**config.mk**
```make
export PLATFORM = sky130hd
export DESIGN_NAME = rac_ctrl_regs
export DESIGN_NICKNAME = d
export VERILOG_FILES = /design/src/rac_pkg.sv /design/src/rac_sync.sv /design/src/rac_mon_reg.sv /design/src/rac_ctrl_regs.sv
export VERILOG_INCLUDE_DIRS = /design/src
export SDC_FILE = /design/constraint.sdc
export NUM_CORES = 1
export LEC_CHECK = 0
export BUFFER_PORTS_ARGS = -buffer_cell sky130_fd_sc_hd__buf_4
export CAP_MARGIN = 20
export CORE_MARGIN = 5
export CORE_UTILIZATION = 35
export DETAILED_ROUTE_END_ITERATION = 12
export HOLD_SLACK_MARGIN = 0.08
export PLACE_DENSITY = 0.62
export SLEW_MARGIN = 20
export SYNTH_ARGS = -nofsm -noshare
export SYNTH_HDL_FRONTEND = slang
export SYNTH_SLANG_ARGS = --single-unit
export TNS_END_PERCENT = 5
```
**constraint.sdc**
```tcl
create_clock -name clk -period 4.86 [get_ports clk]
set_input_delay 0.243 -clock clk [delete_from_list [all_inputs] [get_ports clk]]
set_output_delay 0.243 -clock clk [all_outputs]
set_load 0.02 [all_outputs]
```
**src/rac_params.svh**
```systemverilog
// register map, field positions, reset values and frame counts of the amplifier control bank
`ifndef RAC_PARAMS_SVH
`define RAC_PARAMS_SVH

// channel window bases, one per amplifier channel
`define RAC_BASE_CH0      15'h0000
`define RAC_BASE_CH1      15'h0080
`define RAC_BASE_CH2      15'h0100
`define RAC_BASE_CH3      15'h0180

// word offsets inside a channel window
`define RAC_OFF_MAKER     5'h00
`define RAC_OFF_RSVD_A    5'h01
`define RAC_OFF_PART      5'h02
`define RAC_OFF_RSVD_B    5'h03
`define RAC_OFF_DATE      5'h04
`define RAC_OFF_SOFT_RST  5'h05
`define RAC_OFF_SQUELCH   5'h06
`define RAC_OFF_GAIN_MODE 5'h07
`define RAC_OFF_MONITOR   5'h08

// field positions
`define RAC_BIT_SOFT_RST  0
`define RAC_BIT_SQUELCH   0
`define RAC_BIT_AUTO_GAIN 0
`define RAC_BIT_SERIAL    1
`define RAC_BIT_PEAK_DET  10
`define RAC_BIT_GAIN_VOLT 9

// reset values
`define RAC_RST_SOFT_RST  1'h0
`define RAC_RST_SQUELCH   1'h1
`define RAC_RST_AUTO_GAIN 1'h0
`define RAC_RST_SERIAL    1'h0
`define RAC_RST_MONITOR   2'h0

// serial frame: 15 address bits, read flag, write flag, 16 data bits
`define RAC_HDR_LAST      6'h10
`define RAC_FRAME_LAST    6'h20

`endif

```
**src/rac_pkg.sv**
```systemverilog
// types shared by the amplifier control bank
package rac_pkg;

	typedef enum logic [1:0] {
		ST_IDLE,
		ST_HDR,
		ST_DATA,
		ST_DONE
	} rac_state_type;

	typedef struct packed {
		logic [14:0] addr;
		logic        rd;
		logic        wr;
	} rac_cmd_type;

	typedef struct packed {
		logic       hit;
		logic [1:0] ch;
		logic [4:0] off;
	} rac_dec_type;

	typedef struct packed {
		logic hold_reset;
		logic squelch;
		logic auto_gain;
		logic serial_source;
	} rac_ctrl_type;

	typedef struct packed {
		logic peak_det;
		logic gain_volt;
	} rac_mon_type;

endpackage : rac_pkg

```
**src/rac_sync.sv**
```systemverilog
// three-flop pin synchroniser whose level changes only when the last two flops agree
`timescale 1ns/1ps
module rac_sync #(
	parameter logic RESET_VAL = 1'h0
) (
	// clock and reset
	input  wire logic clk,
	input  wire logic reset_n,
	// pin side
	input  wire logic async_in,
	// clock side
	output logic      level_q
);

	logic ff1_q;
	logic ff2_q;
	logic ff3_q;

	always_ff @(posedge clk or negedge reset_n) begin
		if (!reset_n) begin
			ff1_q <= RESET_VAL;
			ff2_q <= RESET_VAL;
			ff3_q <= RESET_VAL;
		end else begin
			ff1_q <= async_in;
			ff2_q <= ff1_q;
			ff3_q <= ff2_q;
		end
	end

	// a one-cycle glitch on the pin never reaches the level
	always_ff @(posedge clk or negedge reset_n) begin
		if (!reset_n) begin
			level_q <= RESET_VAL;
		end else if (ff2_q == ff3_q) begin
			level_q <= ff3_q;
		end
	end

endmodule : rac_sync

```
**src/rac_mon_reg.sv**
```systemverilog
// monitor source selection word of one amplifier channel
`timescale 1ns/1ps
`include "rac_params.svh"
module rac_mon_reg (
	// clock and reset
	input  wire logic        clk,
	input  wire logic        reset_n,
	// control
	input  wire logic        hold_reset,
	input  wire logic        wr_en,
	input  rac_pkg::rac_mon_type wr_val,
	// monitor selection
	output rac_pkg::rac_mon_type mon_q
);

	// off by default so that nothing drives the monitor pin until asked
	always_ff @(posedge clk or negedge reset_n) begin
		if (!reset_n) begin
			mon_q <= `RAC_RST_MONITOR;
		end else if (hold_reset) begin
			mon_q <= `RAC_RST_MONITOR;
		end else if (wr_en) begin
			mon_q <= wr_val;
		end
	end

endmodule : rac_mon_reg

```
**src/rac_ctrl_regs.sv**
```systemverilog
// serial register bank of the four-channel receiver amplifier
`timescale 1ns/1ps
`include "rac_params.svh"
module rac_ctrl_regs #(
	parameter logic [15:0] MAKER_ID = 16'h5A5A, // arbitrary value
	parameter logic [15:0] PART_ID  = 16'h0101, // arbitrary value
	parameter logic [15:0] DATE_REV = 16'h0001  // arbitrary value
) (
	// clock and reset
	input  wire logic               clk,
	input  wire logic               reset_n,
	// serial pins
	input  wire logic               spi_clk_pin,
	input  wire logic               spi_csn_pin,
	input  wire logic               spi_mosi_pin,
	output logic                    spi_miso_o,
	output logic                    spi_miso_oe_n,
	// shared amplifier controls
	output rac_pkg::rac_ctrl_type   ctrl_q,
	// per-channel monitor selection, index is the channel
	output rac_pkg::rac_mon_type [3:0] mon_q
);

	localparam logic [3:0][14:0] CH_BASE = {`RAC_BASE_CH3, `RAC_BASE_CH2, `RAC_BASE_CH1, `RAC_BASE_CH0};

	logic                  sclk_f;
	logic                  csn_f;
	logic                  mosi_f;
	logic                  sclk_prev_q;
	logic                  rise;
	logic                  fall;
	rac_pkg::rac_state_type state_q;
	logic [5:0]            cnt_q;
	logic [16:0]           shift_q;
	rac_pkg::rac_cmd_type  cmd_q;
	rac_pkg::rac_cmd_type  cmd_d;
	logic [15:0]           tx_q;
	logic [15:0]           rd_word;
	logic [15:0]           wr_data;
	rac_pkg::rac_dec_type  rd_dec;
	rac_pkg::rac_dec_type  wr_dec;
	logic                  hdr_done;
	logic                  wr_fire;
	logic                  wr_shared;

	// pins come from the host's clock; each passes a three-flop synchroniser
	rac_sync #(.RESET_VAL(1'h0)) u_sync_sclk (
		.clk      (clk),
		.reset_n  (reset_n),
		.async_in (spi_clk_pin),
		.level_q  (sclk_f)
	);

	rac_sync #(.RESET_VAL(1'h1)) u_sync_csn (
		.clk      (clk),
		.reset_n  (reset_n),
		.async_in (spi_csn_pin),
		.level_q  (csn_f)
	);

	rac_sync #(.RESET_VAL(1'h0)) u_sync_mosi (
		.clk      (clk),
		.reset_n  (reset_n),
		.async_in (spi_mosi_pin),
		.level_q  (mosi_f)
	);

	always_ff @(posedge clk or negedge reset_n) begin
		if (!reset_n) begin
			sclk_prev_q <= 1'h0;
		end else begin
			sclk_prev_q <= sclk_f;
		end
	end

	// data is taken on the leading edge and changed on the trailing edge
	assign rise = sclk_f & ~sclk_prev_q & ~csn_f;
	assign fall = ~sclk_f & sclk_prev_q & ~csn_f;

	// window decode: the upper address bits must match one channel base exactly
	function automatic rac_pkg::rac_dec_type decode(input logic [14:0] addr);
		rac_pkg::rac_dec_type d;
		d = '0;
		d.off = addr[4:0];
		for (int k = 0; k < 4; k++) begin
			if (addr[14:5] == CH_BASE[k][14:5]) begin
				d.hit = 1'h1;
				d.ch  = 2'(k);
			end
		end
		return d;
	endfunction : decode

	// frame sequencer
	always_ff @(posedge clk or negedge reset_n) begin
		if (!reset_n) begin
			state_q <= rac_pkg::ST_IDLE;
			cnt_q   <= 6'h00;
		end else if (csn_f) begin
			state_q <= rac_pkg::ST_IDLE;
			cnt_q   <= 6'h00;
		end else begin
			case (state_q)
				rac_pkg::ST_IDLE: begin
					state_q <= rac_pkg::ST_HDR;
					cnt_q   <= 6'h00;
				end
				rac_pkg::ST_HDR: begin
					if (rise) begin
						cnt_q <= cnt_q + 6'h01;
						if (cnt_q == `RAC_HDR_LAST) begin
							state_q <= rac_pkg::ST_DATA;
						end
					end
				end
				rac_pkg::ST_DATA: begin
					if (rise) begin
						cnt_q <= cnt_q + 6'h01;
						if (cnt_q == `RAC_FRAME_LAST) begin
							state_q <= rac_pkg::ST_DONE;
						end
					end
				end
				rac_pkg::ST_DONE: begin
					// clocks beyond the frame are ignored until chip select rises
					state_q <= rac_pkg::ST_DONE;
				end
				default: begin
					state_q <= rac_pkg::ST_IDLE;
				end
			endcase
		end
	end

	// msb-first shift register shared by header and data
	always_ff @(posedge clk or negedge reset_n) begin
		if (!reset_n) begin
			shift_q <= 17'h00000;
		end else if (rise && (state_q == rac_pkg::ST_HDR || state_q == rac_pkg::ST_DATA)) begin
			shift_q <= {shift_q[15:0], mosi_f};
		end
	end

	assign hdr_done = rise && state_q == rac_pkg::ST_HDR && cnt_q == `RAC_HDR_LAST;
	assign cmd_d    = rac_pkg::rac_cmd_type'({shift_q[15:0], mosi_f});
	assign rd_dec   = decode(cmd_d.addr);
	assign wr_dec   = decode(cmd_q.addr);
	assign wr_data  = {shift_q[14:0], mosi_f};

	// a write lands only once all sixteen data bits are in; a cut frame changes nothing
	assign wr_fire   = rise && state_q == rac_pkg::ST_DATA && cnt_q == `RAC_FRAME_LAST
	                   && cmd_q.wr && !cmd_q.rd && wr_dec.hit;
	assign wr_shared = wr_fire && wr_dec.ch == 2'h0;

	always_ff @(posedge clk or negedge reset_n) begin
		if (!reset_n) begin
			cmd_q <= '0;
		end else if (hdr_done) begin
			cmd_q <= cmd_d;
		end
	end

	// read multiplexer; shared words answer only through channel zero
	always_comb begin
		rd_word = 16'h0000;
		if (rd_dec.hit) begin
			case (rd_dec.off)
				`RAC_OFF_MAKER: begin
					if (rd_dec.ch == 2'h0) rd_word = MAKER_ID;
				end
				`RAC_OFF_PART: begin
					if (rd_dec.ch == 2'h0) rd_word = PART_ID;
				end
				`RAC_OFF_DATE: begin
					if (rd_dec.ch == 2'h0) rd_word = DATE_REV;
				end
				`RAC_OFF_SOFT_RST: begin
					if (rd_dec.ch == 2'h0) rd_word[`RAC_BIT_SOFT_RST] = ctrl_q.hold_reset;
				end
				`RAC_OFF_SQUELCH: begin
					if (rd_dec.ch == 2'h0) rd_word[`RAC_BIT_SQUELCH] = ctrl_q.squelch;
				end
				`RAC_OFF_GAIN_MODE: begin
					if (rd_dec.ch == 2'h0) begin
						rd_word[`RAC_BIT_AUTO_GAIN] = ctrl_q.auto_gain;
						rd_word[`RAC_BIT_SERIAL]    = ctrl_q.serial_source;
					end
				end
				`RAC_OFF_MONITOR: begin
					rd_word[`RAC_BIT_PEAK_DET]  = mon_q[rd_dec.ch].peak_det;
					rd_word[`RAC_BIT_GAIN_VOLT] = mon_q[rd_dec.ch].gain_volt;
				end
				default: begin
					rd_word = 16'h0000; // reserved words and unassigned offsets
				end
			endcase
		end
	end

	// read data is snapshotted when the header completes, then shifted out
	always_ff @(posedge clk or negedge reset_n) begin
		if (!reset_n) begin
			tx_q <= 16'h0000;
		end else if (hdr_done) begin
			tx_q <= cmd_d.rd ? rd_word : 16'h0000;
		end else if (fall && state_q == rac_pkg::ST_DATA && cmd_q.rd) begin
			tx_q <= {tx_q[14:0], 1'h0};
		end
	end

	// miso is released whenever chip select is high, so other clients may share it
	always_ff @(posedge clk or negedge reset_n) begin
		if (!reset_n) begin
			spi_miso_o    <= 1'h0;
			spi_miso_oe_n <= 1'h1;
		end else if (csn_f) begin
			spi_miso_o    <= 1'h0;
			spi_miso_oe_n <= 1'h1;
		end else if (fall && state_q == rac_pkg::ST_DATA && cmd_q.rd) begin
			spi_miso_o    <= tx_q[15];
			spi_miso_oe_n <= 1'h0;
		end
	end

	// shared controls: one copy for all channels
	always_ff @(posedge clk or negedge reset_n) begin
		if (!reset_n) begin
			ctrl_q.hold_reset    <= `RAC_RST_SOFT_RST;
			ctrl_q.squelch       <= `RAC_RST_SQUELCH;
			ctrl_q.auto_gain     <= `RAC_RST_AUTO_GAIN;
			ctrl_q.serial_source <= `RAC_RST_SERIAL;
		end else begin
			if (wr_shared && wr_dec.off == `RAC_OFF_SOFT_RST) begin
				ctrl_q.hold_reset <= wr_data[`RAC_BIT_SOFT_RST];
			end
			if (ctrl_q.hold_reset) begin
				// held at defaults for as long as the soft reset bit stays set
				ctrl_q.squelch       <= `RAC_RST_SQUELCH;
				ctrl_q.auto_gain     <= `RAC_RST_AUTO_GAIN;
				ctrl_q.serial_source <= `RAC_RST_SERIAL;
			end else if (wr_shared && wr_dec.off == `RAC_OFF_SQUELCH) begin
				ctrl_q.squelch <= wr_data[`RAC_BIT_SQUELCH];
			end else if (wr_shared && wr_dec.off == `RAC_OFF_GAIN_MODE) begin
				ctrl_q.auto_gain     <= wr_data[`RAC_BIT_AUTO_GAIN];
				ctrl_q.serial_source <= wr_data[`RAC_BIT_SERIAL];
			end
		end
	end

	// one monitor selection word per channel; a window of 32 words each
	for (genvar k = 0; k < 4; k++) begin : g_mon
		rac_mon_reg u_mon (
			.clk        (clk),
			.reset_n    (reset_n),
			.hold_reset (ctrl_q.hold_reset),
			.wr_en      (wr_fire && wr_dec.ch == 2'(k) && wr_dec.off == `RAC_OFF_MONITOR),
			.wr_val     ({wr_data[`RAC_BIT_PEAK_DET], wr_data[`RAC_BIT_GAIN_VOLT]}),
			.mon_q      (mon_q[k])
		);
	end
endmodule : rac_ctrl_regs

```
=== Word level (Yosys, flattened, before mapping) ===
Index checks and enable logic that the tools add are counted.

* Add/subtract/negate cells: 1
* Magnitude comparators: 1
* Eq/ne operators: 33
* Multiplexer cells: 50
* Bitwise operators: 7
* Reductions and logical operators: 42

{| class="wikitable"
|+ Operators with widths
! kind !! number
|-
| $mux 16 || 4
|-
| $eq 10x4->1 const B || 4
|-
| $eq 5x3->1 const B || 7
|-
| $mux 2 || 17
|-
| $mux 3 || 9
|-
| $logic_and 1x1->1 || 21
|-
| $pmux 7 s3 || 1
|-
| $eq 10x3->1 const B || 2
|-
| $logic_not 10->1 || 2
|-
| $pmux 2 s4 || 2
|-
| $reduce_bool 2->1 || 8
|-
| $mux 15 || 1
|-
| $pmux 5 s3 || 1
|-
| $mux 6 || 2
|-
| $ne 3x2->1 const B || 4
|-
| $pmux 6 s2 || 1
|-
| $eq 5x4->1 const B || 2
|-
| $mux 9 || 1
|-
| $eq 2x2->1 const B || 4
|-
| $mux 1 || 8
|-
| $add 6x1->6 const B || 1
|-
| $eq 6x5->1 const B || 1
|-
| $eq 6x6->1 const B || 1
|-
| $logic_not 2->1 || 3
|-
| other kinds (18) || 27
|}

* Bits in registers: 84
* Input bits: 5
* Logic and storage cells: 168

=== Logic depth before layout (Yosys ltp) ===
* Depth in word-level cells: 13
* Depth in mapped cells: 8
* Gate-level depth less buffers: 7

=== Cells and area by module ===
A second synthesis with hierarchy kept.

* Cell total of the unflattened synthesis: 356
* Area, all modules: 3779.9 um^2

{| class="wikitable"
|+ By module, submodules not included
! module !! times used !! cells an instance !! area an instance (um^2) !! seq. area each (um^2)
|-
| rac_ctrl_regs || 1 || 317 || 3130.5 || 1604.0
|-
| rac_mon_reg || 4 || 6 || 77.6 || 50.0
|-
| rac_sync at u_sync_mosi ... || 2 || 5 || 111.4 || 100.1
|-
| rac_sync at u_sync_csn || 1 || 5 || 116.4 || 105.1
|}

=== Worst setup path before layout ===
Ideal clock, no wire load.

* Kind: register -> register
* Start point: register state_q[0]
* End point: register shift_q[10]
* Library setup time: 0.125 ns
* Data arrival time: 1.901 ns
* Data required time: 4.735 ns
* Setup slack: 2.834 ns
* Cell stages (with the launch flop): 7
* Path through: dfrtp_1 -> inv_1 -> ha_1 -> nand2b_1 -> nor2_1 -> buf_2 -> mux2_2

* Cells in the longest elaborated chain, start to end: 3
* Elaborated cells on any way between the ends: 4

{| class="wikitable"
|+ Ends and longest elaborated chain
! what !! line !! source
|-
| start: declaration || rac_ctrl_regs.sv:32 || <nowiki>rac_pkg::rac_state_type state_q;</nowiki>
|-
| start signal: assignment || rac_ctrl_regs.sv:97 || <nowiki>state_q <= rac_pkg::ST_IDLE;</nowiki>
|-
| start signal: assignment || rac_ctrl_regs.sv:100 || <nowiki>state_q <= rac_pkg::ST_IDLE;</nowiki>
|-
| start signal: assignment || rac_ctrl_regs.sv:105 || <nowiki>state_q <= rac_pkg::ST_HDR;</nowiki>
|-
| $eq 2x1->1 / $eq 2x2->1 (equally long branches) || rac_ctrl_regs.sv:139 || <nowiki>end else if (rise && (state_q == rac_pkg::ST_HDR || state_q == rac_pkg::ST_DATA)) begin</nowiki>
|-
| $logic_or 1x1->1 (*) || rac_ctrl_regs.sv:139 ||
|-
| $logic_and 1x1->1 (*) || rac_ctrl_regs.sv:139 ||
|-
| end signal: assignment || rac_ctrl_regs.sv:140 || <nowiki>shift_q <= {shift_q[15:0], mosi_f};</nowiki>
|-
| end: declaration || rac_ctrl_regs.sv:34 || <nowiki>logic [16:0] shift_q;</nowiki>
|}

Mark *: on every way between the ends. The rest lies on a longest branch, timed or not.
A chain may end at the register's enable or synchronous reset.

=== Worst setup path after layout ===
* Start point: register cnt_q[0]
* End point: register tx_q[1]

* Cells in the longest elaborated chain, start to end: 3
* Elaborated cells on any way between the ends: 4

{| class="wikitable"
|+ Ends and longest elaborated chain
! what !! line !! source
|-
| start: declaration || rac_ctrl_regs.sv:33 || <nowiki>logic [5:0] cnt_q;</nowiki>
|-
| start signal: assignment || rac_ctrl_regs.sv:110 || <nowiki>cnt_q <= cnt_q + 6'h01;</nowiki>
|-
| start signal: assignment || rac_ctrl_regs.sv:118 || <nowiki>cnt_q <= cnt_q + 6'h01;</nowiki>
|-
| $eq 6x5->1 (no source line) (*) || -- ||
|-
| $logic_and 1x1->1 (no source line) (*) || -- ||
|-
| $mux 16 / $reduce_bool 2->1 (equally long branches) || -- ||
|-
| end signal: assignment || rac_ctrl_regs.sv:205 || <nowiki>tx_q <= cmd_d.rd ? rd_word : 16'h0000;</nowiki>
|-
| end signal: assignment || rac_ctrl_regs.sv:207 || <nowiki>tx_q <= {tx_q[14:0], 1'h0};</nowiki>
|-
| end: declaration || rac_ctrl_regs.sv:37 || <nowiki>logic [15:0] tx_q;</nowiki>
|}

Marked as above.

==> summary.md <==
| Metric | Value |
|---|---|
| Status | `complete, no violations` |
| CP Capture Point | `tx_q[1]$_DFFE_PN0P_` |
| Reg-to-reg startpoint | `cnt_q[0]$_DFFE_PN0P_` |
| Ys flop type | `dfrtp_1` |
| Sequential cell area fraction in the yosys report | `0.5671` |
| Total die area | `12790 um2` |
| DR WL/cell | `14.55 um` |
| Final clock skew | `0.005264 ns` |
| Reg area | `2110 um2` |
| Syn Std Cell Area | `3720 um2` |
| Core Box Area | `10320 um2` |
| GRT overflow | `0` |
| CP startpoint kind | `flop` |
| Critical Path AT | `2.98 ns` |
| Area of the multi-input gates | `1521 um2` |
| Nets | `380` |
| Row Count | `37` |
| Final Core Density | `0.4089` |
| Drt pass-1 iters | `4` |
| Gp weighted congestion | `0.7995` |
| Clk root buf | `clkbuf_8` |
| Cts bufs inserted | `9` |
| Initial Util | `0.3603` |
| Max-Cap Viols | `0` |
| Slew at the pin with the worst max-slew slack | `0.8030 ns` |
| DR vias | `2576` |
| I/O pin total | `19` |
| Slew headroom | `0.4647` |
| CP required | `5.16 ns` |
| Hold Path Class | `flop to flop` |
| Crit. End Element | `flop` |
| Antenna fix cells | `0` |
| Avg Vias per Cell | `5.051` |
| DRC viols | `0` |
| Largest net degree at the start of global routing | `85` |
| Initial antenna violation count | `0` |
| # H-tree levels | `3` |
| Post-Syn Instances | `349` |
| Slew Limit Fails | `0` |
| Total Wirelength | `7.419 mm` |
| Hold slack | `0.3531 ns` |
| Setup Crit Path Kind | `flop to flop` |
| Synthesis warning total | `0` |
| Reg2reg setup slack | `2.18 ns` |
| Clk Latency, worst-skew pair | `0.36 ns` |
| Fin Setup TNS | `0 ns` |
| Postcts setup bufs | `0` |
| Fin. Hold Viols | `0` |
| Sink Count | `84` |
| Yosys cell types | `47` |
| Leakage | `2.054 nW` |
| FMAX | `0.3735 GHz` |
| Fill cells | `1004` |
| Number of synthesized register bits | `84` |
| Aggregate global-route resource usage | `0.1247` |
| Initial DRC Count | `129` |
| Final worst-path cycle share | `0.5508` |
| RSZ-0062 raised after global routing | `no` |
| Die H | `113.1 um` |
| Syn_nets | `360` |
| IO buf count | `18` |
| Share of cells above drive strength 1 | `0.1818` |
| Vias in the first global route | `2591` |
| Antenna Nets Post-Route | `0` |
| Hpwl dp | `4.955 mm` |
| Syn Area/Cell | `10.66 um2` |
| EDFF count, synth | `0` |
| CP max FO | `23` |
| Cell depth of the worst flop-to-flop path | `7` |
| CTS tree | `yes` |
| Area delta synth->final | `13.49%` |
| Min Tclk post-route | `2.677 ns` |
| PwrDens | `357.0 nW/um2` |
| CTS clk-pin slew, worst paths | `0.09 ns` |
| Clk buf depth | `2` |
| Final Setup Violations | `0` |
| Maximum VDD drop | `0.1846 mV` |
| Worst R2R End | `tx_q[1]$_DFFE_PN0P_` |
| Crit path from | `cnt_q[0]$_DFFE_PN0P_` |
| Post-synth ARST share | `1.000` |
| Die Width | `113.1 um` |
| Global-route wire length before repair | `12.89 mm` |
[through the flow]
| step | instance area [um2] | power [mW] | instances | setup WS, ns |
|---|---|---|---|---|
| global route | 4222 | 1.591 | 510 | 1.882 |
| CTS | 4203 | 1.520 | 509 | 2.167 |
| finish | 4222 | 1.507 | 510 | 2.183 |
| floorplan | 3720 | 0.9408 | 349 | 2.834 |
| global placement | 3973 | 1.006 | 490 | 2.265 |
| detailed placement | 3973 | 1.015 | 490 | 2.197 |
[critical path: stages (launching register included)]
cell	delay [ns]
dfrtp_1	0.43
inv_1	0.08
ha_1	0.13
nor3b_2	0.33
and3_1	0.75
nand4_1	0.51
o211ai_1	0.25
o21a_1	0.14
[power by group]
group / total, mW / switching [mW] / internal (mW)
clock: 0.505 / 0.265 / 0.240
combinational: 0.206 / 0.119 / 0.0869
sequential: 0.796 / 0.0575 / 0.739
total: 1.51 / 0.442 / 1.07
[state kept, by name (all words and copies together), names as in the netlist, 2 cells and up]
register	count
ctrl_q	4
cnt_q	6
g_mon.u_mon.mon_q	8
tx_q	16
cmd_q	17
state_q	2
shift_q	16
[logic make-up after synthesis]
family	synth area share
flops	0.5671
compound gates	0.08879
buf+inv	0.02523
fa+ha+maj	0.02825
simple gates	0.1961
mux	0.09452
[synth_stat cells, drive strengths merged, types with 3 or more instances]
master  count  share of area
nor3b       3         0.0074
nand3       9          0.012
inv         9         0.0091
clkbuf     10          0.010
dfstp       6          0.042
buf         4         0.0061
maj3        3         0.0081
nor2       36          0.036
nor2b       3         0.0050
nand2      56          0.057
o21ai      25          0.034
nand2b      4         0.0067
nor4b       3         0.0071
a21oi      11          0.015
dfrtp      78           0.52
nand4       5         0.0084
mux2       17          0.051
ha          6          0.020
nand4b      4         0.0094
mux2i      16          0.043
nor3        4         0.0084
[cells in the final DEF (no fill, tap or decap), drive strengths merged, types with 3 or more instances in the layout]
| master | synthesis | final |
|---|---|---|
| ha | 6 | 6 |
| clkinv | 0 | 3 |
| nand2 | 56 | 56 |
| clkbuf | 10 | 9 |
| nand4 | 5 | 5 |
| nor4b | 3 | 3 |
| dlygate4sd3 | 0 | 4 |
| nand2b | 4 | 4 |
| nand3 | 9 | 9 |
| mux2 | 17 | 17 |
| nand4b | 4 | 4 |
| mux2i | 16 | 16 |
| nor3 | 4 | 4 |
| nor2b | 3 | 3 |
| dfstp | 6 | 6 |
| buf | 4 | 19 |
| maj3 | 3 | 3 |
| nor3b | 3 | 3 |
| inv | 9 | 10 |
| nor2 | 36 | 36 |
| o21ai | 25 | 25 |
| a21oi | 11 | 11 |
| dfrtp | 78 | 78 |
[how the worst min path moves through the flow]
stage                                start                     endpoint  slack, ns  depth (start not counted)
2_1_floorplan                      reset_n         cmd_q[0]$_DFFE_PN0P_      -0.05                          0
5_1_grt        u_sync_sclk.ff1_q$_DFF_PN0_  u_sync_sclk.ff2_q$_DFF_PN0_       0.36                          0
6_report       u_sync_sclk.ff1_q$_DFF_PN0_  u_sync_sclk.ff2_q$_DFF_PN0_       0.35                          0
3_3_place_gp   u_sync_mosi.ff1_q$_DFF_PN0_  u_sync_mosi.ff2_q$_DFF_PN0_       0.33                          0
4_1_cts                            reset_n       shift_q[8]$_DFFE_PN0P_       0.11                          1
3_5_place_dp   u_sync_sclk.ff1_q$_DFF_PN0_  u_sync_sclk.ff2_q$_DFF_PN0_       0.34                          0
[metal layers]
metal	vias to the layer above	part of all wire	global-route usage	routed length [um]
met1	1276	0.49	0.1672	3628
met5	-	0	0	0
li1	1256	-	-	-
met2	33	0.47	0.1931	3453
met3	11	0.030	0.03369	220
met4	0	0.016	0.04808	116
[repair_timing]
action / in CTS / in global routing
hold buffers: 3 / 1
endpoints found under the hold margin: 3 / 78
resized for setup: 0 / 0
[final cells by class]
| cell class | instances | share of cell area |
|---|---|---|
| Inverter | 9 | 0.008002 |
| Clock inverter | 7 | 0.01808 |
| Timing Repair Buffer | 23 | 0.04416 |
| Sequential cell | 84 | 0.4997 |
| Multi-Input combinational cell | 242 | 0.3604 |
| Clock buffer | 9 | 0.02934 |
| Tap cell | 136 | 0.04031 |
Note: power is estimated with default switching activity, not from simulation.
